**src/hdl/wslc_pkg.sv**
```systemverilog
// Shared constants and carrier types of the wireless sensor link controller
package wslc_pkg;

  // ------------------------------
  // Timebase
  // ------------------------------
  localparam int unsigned    CLK_PERIOD_NS  = 5;              // 200 MHz system clock
  localparam longint unsigned TICK_PERIOD_NS = 64'h3B9ACA00;  // One second per tick
  localparam int unsigned    TICK_CYCLES    = int'(TICK_PERIOD_NS / CLK_PERIOD_NS);
  localparam int             TW             = 12;             // Seconds counter width

  // ------------------------------
  // Intervals in seconds
  // ------------------------------
  localparam logic [TW-1:0] ASSOC_REPLY_S = 12'h002;  // Reply window for a request
  localparam logic [TW-1:0] ASSOC_RETRY_S = 12'h258;  // 10 minutes
  localparam logic [TW-1:0] LOST_ASSOC_S  = 12'hBB8;  // 50 minutes
  localparam logic [TW-1:0] RESEND_S      = 12'h01E;  // 30 seconds
  localparam logic [TW-1:0] TEMP_MIN_S    = 12'h01E;  // 30 seconds
  localparam logic [TW-1:0] TEMP_MAX_S    = 12'h384;  // 15 minutes
  localparam logic [TW-1:0] SETPT_MIN_S   = 12'h00A;  // 10 seconds
  localparam logic [TW-1:0] TEST_LAMP_S   = 12'h005;  // 5 seconds

  // ------------------------------
  // Temperatures: zone in 0.1 F, setpoint in 0.1 C
  // ------------------------------
  localparam logic [15:0] TEMP_BAND_LO  = 16'h0258;  // 60.0 F
  localparam logic [15:0] TEMP_BAND_HI  = 16'h0320;  // 80.0 F
  localparam logic [15:0] TEMP_STEP_IN  = 16'h0002;  // 0.2 F
  localparam logic [15:0] TEMP_STEP_OUT = 16'h0005;  // 0.5 F
  localparam logic [15:0] SETPT_MIN     = 16'h0064;  // 10.0 C = 50 F
  localparam logic [15:0] SETPT_MAX     = 16'h0140;  // 32.0 C = 89.6 F
  localparam logic [15:0] SETPT_STEP    = 16'h0001;  // 0.1 C
  localparam logic [2:0]  MISS_LIMIT    = 3'h3;      // Unanswered resends before lost

  // ------------------------------
  // Register map (byte offsets)
  // ------------------------------
  localparam logic [7:0] REG_CTRL   = 8'h00;
  localparam logic [7:0] REG_TEMP   = 8'h04;
  localparam logic [7:0] REG_SETPT  = 8'h08;
  localparam logic [7:0] REG_STATUS = 8'h0C;
  localparam int         CTRL_ASSOC_BIT = 0;

  // ------------------------------
  // Message kinds on the radio modem port
  // ------------------------------
  localparam logic [2:0] MSG_ASSOC_REQ = 3'h1;
  localparam logic [2:0] MSG_DISASSOC  = 3'h2;
  localparam logic [2:0] MSG_TEMP      = 3'h3;
  localparam logic [2:0] MSG_SETPT     = 3'h4;
  localparam logic [2:0] MSG_ACCEPT    = 3'h5;
  localparam logic [2:0] MSG_REFUSE    = 3'h6;
  localparam logic [2:0] MSG_ACK       = 3'h7;

  typedef struct packed {
    logic        valid;
    logic [2:0]  kind;
    logic [9:0]  addr;
    logic [15:0] data;
  } wslc_tx_t;

  typedef struct packed {
    logic        valid;
    logic [2:0]  kind;
    logic [9:0]  addr;
    logic [1:0]  power;
    logic [3:0]  channel;
  } wslc_rx_t;

endpackage

```
**src/hdl/wslc_tick.sv**
```systemverilog
// One-second timebase tick divided from the system clock
`timescale 1ns/1ps
`default_nettype none
module wslc_tick #(
  parameter int unsigned CYCLES = 200000000
) (
  // Clock and reset
  input  wire logic clk,
  input  wire logic rst_n,
  // Tick pulse
  output logic      tick
);

  logic [31:0] div_reg;

  // Free-running divider, cleared at power-up so intervals start aligned
  always_ff @(posedge clk or negedge rst_n) begin
    if (!rst_n) begin
      div_reg <= 32'h0;
      tick    <= 1'b0;
    end else if (div_reg == 32'(CYCLES - 1)) begin
      div_reg <= 32'h0;
      tick    <= 1'b1;
    end else begin
      div_reg <= div_reg + 32'h1;
      tick    <= 1'b0;
    end
  end

endmodule
`default_nettype wire

```
**src/hdl/wslc_interval.sv**
```systemverilog
// Saturating seconds counter with a programmable limit
`timescale 1ns/1ps
`default_nettype none
module wslc_interval #(
  parameter int W = 12
) (
  // Clock and reset
  input  wire logic         clk,
  input  wire logic         rst_n,
  // Control
  input  wire logic         clear,
  input  wire logic         tick,
  input  wire logic [W-1:0] limit,
  // Result
  output logic      [W-1:0] count,
  output logic              expired
);

  // Saturates instead of wrapping so a late check never sees a short interval
  always_ff @(posedge clk or negedge rst_n) begin
    if (!rst_n) begin
      count <= '0;
    end else if (clear) begin
      count <= '0;
    end else if (tick && (count != {W{1'b1}})) begin
      count <= count + W'(1);
    end
  end

  assign expired = (count >= limit);

endmodule
`default_nettype wire

```
**src/hdl/wslc_sensor_ctrl.sv**
```systemverilog
// Battery sensor side controller of a one-to-one wireless temperature link
//
// How it works
// RULE_01 - Associate only when both addresses match
// RULE_02 - Receiver keeps at most one partner
// RULE_03 - Receiver accepts addresses 001 through 999
// RULE_04 - Receiver at 000 defaults outputs, refuses
// RULE_05 - At 000: erase, disassociate, then hibernate
// RULE_06 - Receiver scans 20 s over 16 channels
// RULE_07 - Ready receiver flashes lamp three every 2 s
// RULE_08 - Sensor starts association automatically at power-up
// RULE_09 - Failed association retried every 10 minutes
// RULE_10 - Lost associated sensor requests every 50 minutes
// RULE_11 - Test shows strength and battery for 5 s
// RULE_12 - Receiver clamps replicated temperature 32 to 122 F
// RULE_13 - Setpoint limited to 50 through 89.6 F
// RULE_14 - Receiver unassociated power-up applies default outputs
// RULE_15 - Receiver at 000 shows two-blink pattern
// RULE_16 - Use channel and power given by receiver
// RULE_17 - Associated receiver defaults, then follows broadcasts
// RULE_18 - Receiver fails outputs after 35 silent minutes
// RULE_19 - Receiver opens setpoint output for basic sensor
// RULE_20 - Temperature 30 s to 15 min, setpoint 10 s
// RULE_21 - Unanswered message resent every 30 seconds
// RULE_22 - Send on 0.2/0.5 F or 0.1 C change
// RULE_23 - All intervals from one divided one-second tick
`timescale 1ns/1ps
`default_nettype none
module wslc_sensor_ctrl
  import wslc_pkg::*;
#(
  parameter int unsigned TICK_CYCLES_P = TICK_CYCLES
) (
  // Clock and reset
  input  wire logic        SYS_CLK,
  input  wire logic        RST_N,
  // APB register port
  input  wire logic        PSEL,
  input  wire logic        PENABLE,
  input  wire logic        PWRITE,
  input  wire logic [7:0]  PADDR,
  input  wire logic [31:0] PWDATA,
  output logic      [31:0] PRDATA,
  output logic             PREADY,
  output logic             PSLVERR,
  // Rotary address pins, one BCD digit each
  input  wire logic [3:0]  ADDRESS_DIGIT_HUNDREDS,
  input  wire logic [3:0]  ADDRESS_DIGIT_TENS,
  input  wire logic [3:0]  ADDRESS_DIGIT_UNITS,
  // Front panel pins
  input  wire logic        TEST_BUTTON_N,
  input  wire logic        BATTERY_OK,
  // Radio modem port, same clock domain
  input  wire logic [1:0]  LINK_RSSI,
  input  wire wslc_rx_t    LINK_RX,
  output wslc_tx_t         LINK_TX,
  output logic      [1:0]  RADIO_POWER,
  output logic      [3:0]  RADIO_CHANNEL,
  // Lamps and power state
  output logic             STATUS_LAMP_A,
  output logic             STATUS_LAMP_B,
  output logic             STATUS_LAMP_C,
  output logic             POWER_LAMP,
  output logic             HIBERNATE
);

  // ------------------------------
  // States
  // ------------------------------
  typedef enum logic [7:0] {
    ST_BOOT       = 8'h01,
    ST_HIBER      = 8'h02,
    ST_DISASSOC   = 8'h04,
    ST_ASSOC_REQ  = 8'h08,
    ST_ASSOC_WAIT = 8'h10,
    ST_RETRY      = 8'h20,
    ST_ONLINE     = 8'h40,
    ST_LOST       = 8'h80
  } wslc_state_t;

  wslc_state_t state_reg, state_next;
  logic [11:0] addr_meta_reg, addr_sync_reg;
  logic [1:0]  pin_meta_reg, pin_sync_reg;
  logic        test_prev_reg, boot_wait_reg, boot_done_reg;
  logic [9:0]  my_addr;
  logic        addr_zero, rx_ok, tick;
  logic        assoc_reg, pend_reg, force_temp_reg, manual_reg, lamp_on_reg;
  logic [2:0]  miss_reg, last_kind_reg;
  logic [15:0] last_data_reg, last_temp_reg, last_setpt_reg, temp_reg, setpt_reg;
  logic [15:0] temp_delta, temp_step, setpt_delta, wdat_sp;
  logic [11:0] wait_limit, temp_cnt;
  logic        wait_exp, setpt_exp, lamp_exp, wait_clear;
  logic        send_now, temp_due, setpt_due;
  logic [2:0]  send_kind;
  logic [15:0] send_data;
  logic        wr_en, rd_en;

  // ------------------------------
  // Pin synchronisers
  // ------------------------------
  // Two flops on every pin; only the second stage is ever read
  always_ff @(posedge SYS_CLK or negedge RST_N) begin
    if (!RST_N) begin
      addr_meta_reg <= 12'h000;
      addr_sync_reg <= 12'h000;
      pin_meta_reg  <= 2'h3;
      pin_sync_reg  <= 2'h3;
    end else begin
      addr_meta_reg <= {ADDRESS_DIGIT_HUNDREDS, ADDRESS_DIGIT_TENS, ADDRESS_DIGIT_UNITS};
      addr_sync_reg <= addr_meta_reg;
      pin_meta_reg  <= {TEST_BUTTON_N, BATTERY_OK};
      pin_sync_reg  <= pin_meta_reg;
    end
  end

  // Decimal switch value; 000 is the hibernate setting
  assign my_addr   = 10'(addr_sync_reg[11:8]) * 10'h064 + 10'(addr_sync_reg[7:4]) * 10'h00A
                   + 10'(addr_sync_reg[3:0]);
  assign addr_zero = (addr_sync_reg == 12'h000);
  // Replies from another pair on the air are ignored
  assign rx_ok     = LINK_RX.valid && (LINK_RX.addr == my_addr); // RULE_01

  // ------------------------------
  // Timebase and interval counters
  // ------------------------------
  wslc_tick #(.CYCLES(TICK_CYCLES_P)) u_tick ( // RULE_23
    .clk   (SYS_CLK),
    .rst_n (RST_N),
    .tick  (tick)
  );

  wslc_interval #(.W(TW)) u_wait (
    .clk     (SYS_CLK),
    .rst_n   (RST_N),
    .clear   (wait_clear),
    .tick    (tick),
    .limit   (wait_limit),
    .count   (),
    .expired (wait_exp)
  );

  wslc_interval #(.W(TW)) u_temp (
    .clk     (SYS_CLK),
    .rst_n   (RST_N),
    .clear   (send_now && (send_kind == MSG_TEMP)),
    .tick    (tick),
    .limit   (TEMP_MAX_S),
    .count   (temp_cnt),
    .expired ()
  );

  wslc_interval #(.W(TW)) u_setpt (
    .clk     (SYS_CLK),
    .rst_n   (RST_N),
    .clear   (send_now && (send_kind == MSG_SETPT)),
    .tick    (tick),
    .limit   (SETPT_MIN_S),
    .count   (),
    .expired (setpt_exp)
  );

  wslc_interval #(.W(TW)) u_lamp (
    .clk     (SYS_CLK),
    .rst_n   (RST_N),
    .clear   (test_prev_reg && !pin_sync_reg[1]),
    .tick    (tick),
    .limit   (TEST_LAMP_S),
    .count   (),
    .expired (lamp_exp)
  );

  // The state timer serves the reply window, the retry waits and resends
  always_comb begin
    case (state_reg)
      ST_ASSOC_WAIT: wait_limit = ASSOC_REPLY_S;
      ST_RETRY:      wait_limit = ASSOC_RETRY_S; // RULE_09
      ST_LOST:       wait_limit = LOST_ASSOC_S;  // RULE_10
      default:       wait_limit = RESEND_S;      // RULE_21
    endcase
  end

  // ------------------------------
  // Change detection
  // ------------------------------
  // Finer step inside the comfort band, coarser outside it
  assign temp_delta = (temp_reg > last_temp_reg) ? temp_reg - last_temp_reg
                                                 : last_temp_reg - temp_reg;
  assign temp_step  = ((temp_reg >= TEMP_BAND_LO) && (temp_reg <= TEMP_BAND_HI))
                    ? TEMP_STEP_IN : TEMP_STEP_OUT;                           // RULE_22
  assign setpt_delta = (setpt_reg > last_setpt_reg) ? setpt_reg - last_setpt_reg
                                                    : last_setpt_reg - setpt_reg;
  assign temp_due  = force_temp_reg || (temp_cnt >= TEMP_MAX_S)
                  || ((temp_cnt >= TEMP_MIN_S) && (temp_delta >= temp_step)); // RULE_20
  assign setpt_due = setpt_exp && (setpt_delta >= SETPT_STEP);                // RULE_20

  // ------------------------------
  // Next state and message choice
  // ------------------------------
  always_comb begin
    state_next = state_reg;
    send_now   = 1'b0;
    send_kind  = MSG_TEMP;
    send_data  = 16'h0000;
    case (state_reg)
      ST_BOOT: begin
        if (boot_done_reg) begin
          state_next = addr_zero ? ST_DISASSOC : ST_ASSOC_REQ; // RULE_08
        end
      end
      ST_HIBER: begin
        if (!addr_zero) begin
          state_next = ST_ASSOC_REQ;
        end
      end
      ST_DISASSOC: begin
        send_now   = 1'b1; // RULE_05
        send_kind  = MSG_DISASSOC;
        state_next = ST_HIBER;
      end
      ST_ASSOC_REQ: begin
        send_now   = 1'b1;
        send_kind  = MSG_ASSOC_REQ;
        state_next = ST_ASSOC_WAIT;
      end
      ST_ASSOC_WAIT: begin
        if (rx_ok && (LINK_RX.kind == MSG_ACCEPT)) begin
          state_next = ST_ONLINE;
        end else if ((rx_ok && (LINK_RX.kind == MSG_REFUSE)) || wait_exp) begin
          state_next = assoc_reg ? ST_LOST : ST_RETRY; // RULE_09 RULE_10
        end
      end
      ST_RETRY, ST_LOST: begin
        if (wait_exp || manual_reg) begin
          state_next = ST_ASSOC_REQ;
        end
      end
      ST_ONLINE: begin
        if (pend_reg) begin
          if (!(rx_ok && (LINK_RX.kind == MSG_ACK)) && wait_exp) begin
            if (miss_reg == MISS_LIMIT) begin
              state_next = ST_LOST; // RULE_10
            end else begin
              send_now  = 1'b1;     // RULE_21
              send_kind = last_kind_reg;
              send_data = last_data_reg;
            end
          end
        end else if (temp_due) begin
          send_now  = 1'b1;
          send_kind = MSG_TEMP;
          send_data = temp_reg;
        end else if (setpt_due) begin
          send_now  = 1'b1;
          send_kind = MSG_SETPT;
          send_data = setpt_reg;
        end
      end
      default: state_next = ST_BOOT;
    endcase
    // Address 000 overrides every active state
    if (addr_zero && (state_reg != ST_BOOT) && (state_reg != ST_HIBER)
        && (state_reg != ST_DISASSOC)) begin
      state_next = ST_DISASSOC; // RULE_05
      send_now   = 1'b0;
    end
  end

  assign wait_clear = send_now || (state_next != state_reg);

  // ------------------------------
  // State register
  // ------------------------------
  // Boot waits two cycles so the synchronised switches are settled
  always_ff @(posedge SYS_CLK or negedge RST_N) begin
    if (!RST_N) begin
      state_reg     <= ST_BOOT;
      boot_wait_reg <= 1'b0;
      boot_done_reg <= 1'b0;
    end else begin
      state_reg     <= state_next;
      boot_wait_reg <= 1'b1;
      boot_done_reg <= boot_wait_reg;
    end
  end

  // ------------------------------
  // Association memory and radio settings
  // ------------------------------
  always_ff @(posedge SYS_CLK or negedge RST_N) begin
    if (!RST_N) begin
      assoc_reg     <= 1'b0;
      RADIO_POWER   <= 2'h0;
      RADIO_CHANNEL <= 4'h0;
    end else if (state_reg == ST_DISASSOC) begin
      assoc_reg     <= 1'b0; // RULE_05
      RADIO_POWER   <= 2'h0;
      RADIO_CHANNEL <= 4'h0;
    end else if ((state_reg == ST_ASSOC_WAIT) && (state_next == ST_ONLINE)) begin
      assoc_reg     <= 1'b1;
      RADIO_POWER   <= LINK_RX.power;   // RULE_16
      RADIO_CHANNEL <= LINK_RX.channel; // RULE_16
    end
  end

  // ------------------------------
  // Outstanding message bookkeeping
  // ------------------------------
  always_ff @(posedge SYS_CLK or negedge RST_N) begin
    if (!RST_N) begin
      pend_reg       <= 1'b0;
      miss_reg       <= 3'h0;
      force_temp_reg <= 1'b0;
      last_kind_reg  <= MSG_TEMP;
      last_data_reg  <= 16'h0000;
      last_temp_reg  <= 16'h0000;
      last_setpt_reg <= 16'h0000;
    end else if (state_next != ST_ONLINE) begin
      pend_reg       <= 1'b0;
      miss_reg       <= 3'h0;
      force_temp_reg <= 1'b1; // First report follows every (re)association
    end else if (send_now) begin
      pend_reg       <= 1'b1;
      miss_reg       <= pend_reg ? miss_reg + 3'h1 : 3'h0;
      force_temp_reg <= force_temp_reg && (send_kind != MSG_TEMP);
      last_kind_reg  <= send_kind;
      last_data_reg  <= send_data;
      if (send_kind == MSG_TEMP) begin
        last_temp_reg <= send_data;
      end
      if (send_kind == MSG_SETPT) begin
        last_setpt_reg <= send_data;
      end
    end else if (pend_reg && rx_ok && (LINK_RX.kind == MSG_ACK)) begin
      pend_reg <= 1'b0;
      miss_reg <= 3'h0;
    end
  end

  // ------------------------------
  // Modem transmit port
  // ------------------------------
  always_ff @(posedge SYS_CLK or negedge RST_N) begin
    if (!RST_N) begin
      LINK_TX   <= '0;
      HIBERNATE <= 1'b0;
    end else begin
      LINK_TX.valid <= send_now;
      LINK_TX.kind  <= send_kind;
      LINK_TX.addr  <= my_addr;
      LINK_TX.data  <= send_data;
      HIBERNATE     <= (state_next == ST_HIBER); // RULE_05
    end
  end

  // ------------------------------
  // Test lamps
  // ------------------------------
  // Lamps cost battery, so they go dark on their own after the window
  always_ff @(posedge SYS_CLK or negedge RST_N) begin
    if (!RST_N) begin
      test_prev_reg <= 1'b1;
      lamp_on_reg   <= 1'b0;
      STATUS_LAMP_A <= 1'b0;
      STATUS_LAMP_B <= 1'b0;
      STATUS_LAMP_C <= 1'b0;
      POWER_LAMP    <= 1'b0;
    end else begin
      test_prev_reg <= pin_sync_reg[1];
      if (test_prev_reg && !pin_sync_reg[1]) begin
        lamp_on_reg <= 1'b1;
      end else if (lamp_exp) begin
        lamp_on_reg <= 1'b0; // RULE_11
      end
      STATUS_LAMP_A <= lamp_on_reg && (LINK_RSSI >= 2'h1);
      STATUS_LAMP_B <= lamp_on_reg && (LINK_RSSI >= 2'h2);
      STATUS_LAMP_C <= lamp_on_reg && (LINK_RSSI == 2'h3);
      POWER_LAMP    <= lamp_on_reg && pin_sync_reg[0];
    end
  end

  // ------------------------------
  // APB slave: one wait-free access cycle
  // ------------------------------
  assign wr_en   = PSEL && PENABLE && PREADY && PWRITE;
  assign rd_en   = PSEL && !PENABLE && !PWRITE;
  assign wdat_sp = (PWDATA[15:0] < SETPT_MIN) ? SETPT_MIN
                 : (PWDATA[15:0] > SETPT_MAX) ? SETPT_MAX : PWDATA[15:0]; // RULE_13

  always_ff @(posedge SYS_CLK or negedge RST_N) begin
    if (!RST_N) begin
      PREADY  <= 1'b0;
      PSLVERR <= 1'b0;
      PRDATA  <= 32'h0;
    end else begin
      PREADY  <= PSEL && !PENABLE;
      PSLVERR <= PSEL && !PENABLE && (PADDR != REG_CTRL) && (PADDR != REG_TEMP)
              && (PADDR != REG_SETPT) && (PADDR != REG_STATUS);
      if (rd_en) begin
        case (PADDR)
          REG_CTRL:   PRDATA <= {31'h0, manual_reg};
          REG_TEMP:   PRDATA <= {16'h0, temp_reg};
          REG_SETPT:  PRDATA <= {16'h0, setpt_reg};
          REG_STATUS: PRDATA <= {13'h0, miss_reg, RADIO_CHANNEL, 1'b0, RADIO_POWER,
                                 assoc_reg, state_reg};
          default:    PRDATA <= 32'h0;
        endcase
      end
    end
  end

  // Software-written measurements and the manual association request
  always_ff @(posedge SYS_CLK or negedge RST_N) begin
    if (!RST_N) begin
      temp_reg   <= TEMP_BAND_LO;
      setpt_reg  <= SETPT_MIN;
      manual_reg <= 1'b0;
    end else begin
      if (wr_en && (PADDR == REG_TEMP)) begin
        temp_reg <= PWDATA[15:0];
      end
      if (wr_en && (PADDR == REG_SETPT)) begin
        setpt_reg <= wdat_sp;
      end
      if (wr_en && (PADDR == REG_CTRL) && PWDATA[CTRL_ASSOC_BIT]) begin
        manual_reg <= 1'b1;
      end else if (state_reg == ST_ASSOC_REQ) begin
        manual_reg <= 1'b0;
      end
    end
  end

endmodule
`default_nettype wire

```
**config.mk**
```make
export PLATFORM = sky130hd
export DESIGN_NAME = wslc_sensor_ctrl
export DESIGN_NICKNAME = d
export VERILOG_FILES = /design/src/hdl/wslc_pkg.sv /design/src/hdl/wslc_tick.sv /design/src/hdl/wslc_interval.sv /design/src/hdl/wslc_sensor_ctrl.sv
export SDC_FILE = /design/constraint.sdc
export NUM_CORES = 1
export LEC_CHECK = 0
export BUFFER_PORTS_ARGS = -buffer_cell sky130_fd_sc_hd__buf_2
export CAP_MARGIN = 40
export CORE_MARGIN = 1.5
export CORE_UTILIZATION = 45
export CTS_BUF_LIST = sky130_fd_sc_hd__clkbuf_8
export DETAILED_ROUTE_END_ITERATION = 6
export PLACE_DENSITY = 0.62
export RECOVER_POWER = 100
export SYNTH_ARGS = -nofsm -noshare
export SYNTH_HDL_FRONTEND = slang
export SYNTH_SLANG_ARGS = --single-unit
```
**constraint.sdc**
```tcl
create_clock -name SYS_CLK -period 7.1 [get_ports SYS_CLK]
set_input_delay 0.355 -clock SYS_CLK [delete_from_list [all_inputs] [get_ports SYS_CLK]]
set_output_delay 0.355 -clock SYS_CLK [all_outputs]
set_load 0.02 [all_outputs]
```
==> results of run 1 <==
## Yosys cell counts, drive strengths merged (13+ instances only)
cell,count,area share
nor3,35,0.011
dfrtp,258,0.39
clkbuf,36,0.0082
or3,13,0.0049
xor2,52,0.028
mux2i,16,0.0097
a21oi,97,0.031
a21o,24,0.011
and3,35,0.014
nand4,34,0.014
o21ai,112,0.034
o211ai,13,0.0059
nor2,138,0.032
a22oi,19,0.0087
nor2b,21,0.0080
mux2,54,0.043
nor4,18,0.0087
a221o,18,0.011
buf,40,0.019
nand3,55,0.017
xnor2,60,0.032
dfstp,15,0.024
ha,111,0.085
inv,115,0.026
nand2,154,0.035
## through the flow
step | setup slack, ns | instances | hold WS [ns]
after floorplan | 2.01 | 1713 | 0.0594
after global placement | 1.30 | 2236 | 0.333
after detailed placement | 1.34 | 2243 | 0.336
after CTS | 1.26 | 2369 | 0.00919
after global routing | 0.482 | 2369 | 0.0394
final | 0.975 | 2369 | 0.0429
## placed cells by master, fill, tap and decap left out, types with 6 or more instances in the layout
cell / instances
dfrtp_1: 258
nand2_1: 154
nor2_1: 137
inv_1: 136
ha_1: 111
o21ai_0: 106
a21oi_1: 92
clkbuf_1: 72
buf_2: 62
xnor2_1: 60
nand3_1: 55
clkbuf_8: 54
xor2_1: 52
dlygate4sd3_1: 38
nor3_1: 34
and3_1: 34
nand4_1: 32
mux2_2: 28
mux2_1: 25
a21o_1: 24
nor2b_1: 21
a22oi_1: 19
a221o_1: 18
mux2i_1: 16
nor4_1: 16
conb_1: 14
dfstp_2: 14
or3_1: 13
o211ai_1: 13
o31ai_1: 10
a31oi_1: 10
a211oi_1: 10
o21bai_1: 9
o21a_1: 9
fa_1: 9
nand2b_1: 8
and2_0: 7
o21ai_1: 6
buf_4: 6
## worst max-delay path by stage
stage,to,cells after the start,slack (ns),startpoint
finish,last_temp_reg[4]$_DFFE_PN0P_,19,0.97,addr_sync_reg[8]$_DFF_PN0_
global route,last_temp_reg[1]$_DFFE_PN0P_,19,0.48,addr_sync_reg[9]$_DFF_PN0_
CTS,last_temp_reg[9]$_DFFE_PN0P_,19,1.26,addr_sync_reg[8]$_DFF_PN0_
detailed placement,last_temp_reg[4]$_DFFE_PN0P_,19,1.34,addr_sync_reg[8]$_DFF_PN0_
global placement,last_temp_reg[5]$_DFFE_PN0P_,19,1.30,addr_sync_reg[8]$_DFF_PN0_
floorplan,last_temp_reg[0]$_DFFE_PN0P_,21,2.01,addr_sync_reg[8]$_DFF_PN0_
## metal layers
layer	vias to the layer above	routed length, um	share of wire
met4	4	1260	0.030
met5	-	27	0.00064
met1	6258	18700	0.44
met3	87	2100	0.050
met2	312	20100	0.48
li1	6316	-	-
## worst min-delay path: stages
cell	delay, ns
buf_2	0.15
nand2_1	0.07
o21ai_0	0.07
## cells by family (layout without fill, tap and decap cells)
group,count (synthesis),count (layout),share of synthesized area
AND/OR/NAND/NOR,550,550,0.166
buffers and inverters,191,386,0.0533
XOR/XNOR,113,113,0.0611
AO/OA/AOI/OAI,381,381,0.153
multiplexers,71,71,0.0541
other,2,14,0.000457
flip-flops,273,273,0.417
adder cells (fa/ha/maj),120,120,0.0955
## area by class of cell
cell class | instances | area [um2]
Fill cell | 3370 | 17100
Multi-Input combinational cell | 1249 | 8650
Sequential cell | 273 | 6850
Timing Repair Buffer | 183 | 1090
Clock buffer | 54 | 743
Tap cell | 461 | 577
Inverter | 115 | 432
Clock inverter | 34 | 275
## report_power, final
part	switching (W)	total (W)	leakage [nW]	internal, W
Combinational	0.000291	0.000455	4.62	0.000165
Sequential	0.0000289	0.00163	3.48	0.00160
Clock	0.000693	0.00155	0.597	0.000853
Total	0.00101	0.00364	8.69	0.00262
==> impl_metrics.toml, run 1 <==
[critical_path]
required_ns = 7.59
reg2regPathDepth = 19
critPathTopFamily = "simple AND/OR/NAND/NOR gates"
path_cells = "inv_1, ha_1, ha_1, fa_1, ha_1, ha_1, xnor2_1, nor3_1, nand4b_1, nor4bb_1, nand3_1, nor4b_1, a41o_1, nor3_1, o21ai_0, nand3_1, a2111oi_4, buf_4, mux2_1"
critPathArrivalTime_ns = 6.62
crit_buf_inv = 2
rrSetupSlack_ns = 0.97
cpMostUsedCell = "ha_1"
r2r-end = "last_temp_reg[4]$_DFFE_PN0P_"
worst_setup_path_start_kind = "flop"
cpMaxStageDelayCell = "nor4b_1"
crit_path_end_kind = "flop"
path_class = "flop to flop"
r2r-start = "addr_sync_reg[8]$_DFF_PN0_"
critPathMaxFanout = 29
slowest_delay_ns = 0.85

[timing]
tightest_slew_ns = 5.19
max_freq_ghz = 0.163
fin_crit_ns = 6.13
timing.final.crit_share = 0.863
clock_skew_ns = 0.0436
drv_slew = 143
rsz0062_at_grt = "no"
setup_tns_ns = 0
hold_viol = 0
setup_viol = 0
maxSlewHeadroom = -2.46

[power]
power.leakage_nw = 8.69
power.density_nw_per_um2 = 195
vdd_drop_max_mv = 0.141
p_total_w = 0.00364

[floorplanning]
ios = 156
dieWidth_um = 194
start_util = 0.460
dieArea_um2 = 37700
rows = 69
core_area_um2 = 35700
dieHeight_um = 194

[placed_design]
post_dp_cell_area_um2 = 17500
place_hpwl_um = 31300
portBuffers = 126
gp_congestion = 0.893

[cells_and_area]
n_antenna_cell = 0
largest_reg_flops = 32
drive_gt1_frac = 0.110
final_util = 0.521
syn2layout_area_growth_pct = 13.3
fin_nets = 2071
final_cell_area_um2 = 18600

[synth]
ys.flop_type = "dfrtp_1"
synth_edf_count = 0
synth_warnings = 0
syn_area_um2 = 16400
yosysUniqueCellTypes = 88
synth_area_per_cell_um2 = 9.66
syn-instance-count = 1701
postSynth.asyncResetShare = 1.00
yosysSeqAreaShare = 0.417
ys_seq_elements = 273

[run]
drv_cap = 2

[cts]
cts_made_buffers = 48
post-cts-setup-buffer-count = 0
clk_latency_ns = 0.65
cts.sinks = 273
holdBufCountCts = 38
cts-root-buf = "clkbuf_8"
clk_path_buf_depth = 3
clkTransAtPathRegs_ns = 0.06
cts-htree-levels = 2
cts_tree = "done"
cts_resized = 0

[grt]
grt_use_total = 0.225
antenna_found_initial = 2
busiest_layer = "met2"
grt.met3_usage = 0.0428
grt_pass1_wl_um = 68200
grt-ovfl-total = 0
grt_max_degree = 118
met1_usage = 0.293
grt_pass1_vias = 12900
grt_use_met2 = 0.375

[status]
outcome = "finished with violations"
violations = "design-rule violations, max-capacitance violations, max-slew violations"

[routing]
routed_via_density = 5.48
wirelength_um = 42200
detail_route.wl_per_cell_um = 17.8
remaining_drc_errors = 9
via_count = 13000
firstDrtPassIters = 7
ant_nets = 0
drt_iter0_markers = 703

[hold_path]
min_path_cells = 3
hold_path_end = "temp_reg[9]$_DFFE_PN1P_"
hold_class = "input port to flop"
worstHoldStart = "PWDATA[9]"
Power figures use the tool's default switching activity.
==> run 2: changes to the inputs <==
CTS_BUF_LIST = default   (was sky130_fd_sc_hd__clkbuf_8)
==> run 2 against run 1 <==
Compared with the run above: the flow still finishes with violations (design-rule violations, max-capacitance violations, max-slew violations); core utilization fell by 0.091 points; global-route usage fell by 0.27 points; clock skew fell by 0.025 ns; die area did not move; clock power rose by 12%; combinational power fell by 0.9%; critical path depth did not move; final cell count fell by 1.9%; fmax fell by 1.3%; largest power group is now clock.
==> impl_metrics.toml, run 2 (same netlist as run 1, synthesis figures left out) <==
[cells_and_area]
fin_nets = 2040
nFillCells = 3369
final_common_cell = "dfrtp_1"
mostFrequentLayoutCells = "dfrtp_1 (258), nand2_1 (154), nor2_1 (137)"
drive_gt1_frac = 0.106
syn2layout_area_growth_pct = 13.1
n_antenna_cell = 0
largest_reg_flops = 32
final_cell_area_um2 = 18600

[critical_path]
cpMaxStageDelayCell = "nor4b_1"
path_cells = "inv_1, ha_1, ha_1, fa_1, ha_1, ha_1, xnor2_1, nor3_1, nand4b_1, nor4bb_1, nand3_1, nor4b_1, a41o_1, nor3_1, o21ai_0, nand3_1, a2111oi_4, buf_4, mux2_1"
critPathMaxFanout = 29
slowest_delay_ns = 0.89
required_ns = 7.55
reg2regPathDepth = 19
critPathArrivalTime_ns = 6.65
crit_path_end_kind = "flop"
path_class = "flop to flop"
worst_setup_path_start_kind = "flop"
cpMostUsedCell = "ha_1"

[routing]
ant_nets = 0
detail_route.wl_per_cell_um = 18.1
via_count = 12800
wirelength_um = 42000
drt_iter0_markers = 825
firstDrtPassIters = 6
routed_via_density = 5.53
remaining_drc_errors = 9

[timing]
hold_viol = 0
drv_slew = 118
tightest_slew_ns = 5.18
clock_skew_ns = 0.0184
fin_crit_ns = 6.20
rsz0062_at_grt = "no"
max_freq_ghz = 0.161
setup_ws_ns = 0.896
maxSlewHeadroom = -2.46
holdWs_ns = 0.0252
timing.final.crit_share = 0.874
setup_tns_ns = 0
setup_viol = 0

[power]
p_clk_frac = 0.453
power.leakage_nw = 8.59
vdd_drop_max_mv = 0.207
intPower_w = 0.00282
p_switching_w = 0.000997
p_seq_frac = 0.428
power.density_nw_per_um2 = 205
p_comb_frac = 0.118
sw_frac_of_total = 0.262

[grt]
grt_pass1_vias = 12800
grt-ovfl-total = 0
antenna_found_initial = 2
grt_use_total = 0.222
grt_max_degree = 118
grt_pass1_wl_um = 67800

[cts]
clk_latency_ns = 0.59
clkTransAtPathRegs_ns = 0.06
cts.sinks = 273
cts-htree-levels = 1
cts_resized = 0
clk_path_buf_depth = 3
cts_tree = "done"
cts-root-buf = "clkbuf_16"
cts_made_buffers = 31

[floorplanning]
start_util = 0.460
rows = 69
core_area_um2 = 35700
dieHeight_um = 194
dieArea_um2 = 37700
ios = 156
dieWidth_um = 194

[placed_design]
portBuffers = 126
post_dp_cell_area_um2 = 17500
gp_congestion = 0.893
dp_slack_ns = 1.34
place_hpwl_um = 31300

[run]
drv_cap = 1

[status]
outcome = "finished with violations"
violations = "design-rule violations, max-capacitance violations, max-slew violations"

[hold_path]
hold_class = "input port to flop"
min_path_cells = 3
run 2: cell types whose count changed in the layout (fill, tap and decap cells not counted), sizes merged:
cell	previous run	this run
clkinvlp	1	3
bufinv	4	5
clkinv	5	9
clkbuf	126	113
dlygate4sd3	38	24
inv	139	116
buf	72	71
run 2: metal layers:
layer	track usage	wire, um
met4	0.0671	1140
met2	0.380	20400
met3	0.0324	1680
met1	0.292	18800
met5	0	27
run 2: worst max-delay path: cells and delay by family (launching register included):
family / cells / cell delay [ns]
AOI/OAI and AO/OA: 3 / 0.84
xor gates and xnor gates: 1 / 0.32
adders and majority gates: 5 / 1.68
buffers and inverters: 2 / 0.47
DFF: 1 / 0.42
muxes: 1 / 0.38
and+or+nand+nor: 7 / 1.94
run 2: power groups by stage:
stage	Combinational [W]	Clock (W)	Sequential [W]
floorplan	0.000270	0	0.00168
global placement	0.000438	0	0.00166
detailed placement	0.000454	0	0.00166
CTS	0.000466	0.00177	0.00163
global route	0.000501	0.00183	0.00164
finish	0.000451	0.00173	0.00163
run 2: what timing repair did:
item                                   in CTS  in global routing
hold buffers                               24                  0
setup buffers                               0                  0
endpoints found under the hold margin     133                  0
run 2: layout make-up:
cell class,count,area [um2],area share
tap,461,577,0.0310
multi-input combinational,1249,8650,0.466
clock buffer,40,870,0.0468
clock inverter,18,256,0.0138
inverter,115,432,0.0232
timing repair buffer,169,948,0.0510
sequential,273,6850,0.369
run 2: worst paths after layout:
kind | start | to | slack (ns)
worst max-delay path | addr_sync_reg[8]$_DFF_PN0_ | last_temp_reg[4]$_DFFE_PN0P_ | 0.90
worst min-delay path | LINK_RX[0] | RADIO_CHANNEL[0]$_DFFE_PN0P_ | 0.03
worst max register to register | addr_sync_reg[8]$_DFF_PN0_ | last_temp_reg[4]$_DFFE_PN0P_ | 0.90
worst min register to register | addr_meta_reg[11]$_DFF_PN0_ | addr_sync_reg[11]$_DFF_PN0_ | 0.35
max in group asynchronous | RST_N | setpt_reg[2]$_DFFE_PN1P_ | 1.57
min in group asynchronous | RST_N | temp_reg[1]$_DFFE_PN0P_ | 2.32
run 2: metrics by stage:
step | util | cells | power, W
2_1_floorplan | - | 1713 | 0.00195
3_3_place_gp | 0.486 | 2236 | 0.00210
3_5_place_dp | 0.488 | 2243 | 0.00211
4_1_cts | 0.527 | 2325 | 0.00387
5_1_grt | 0.520 | 2325 | 0.00396
6_report | 0.520 | 2325 | 0.00381
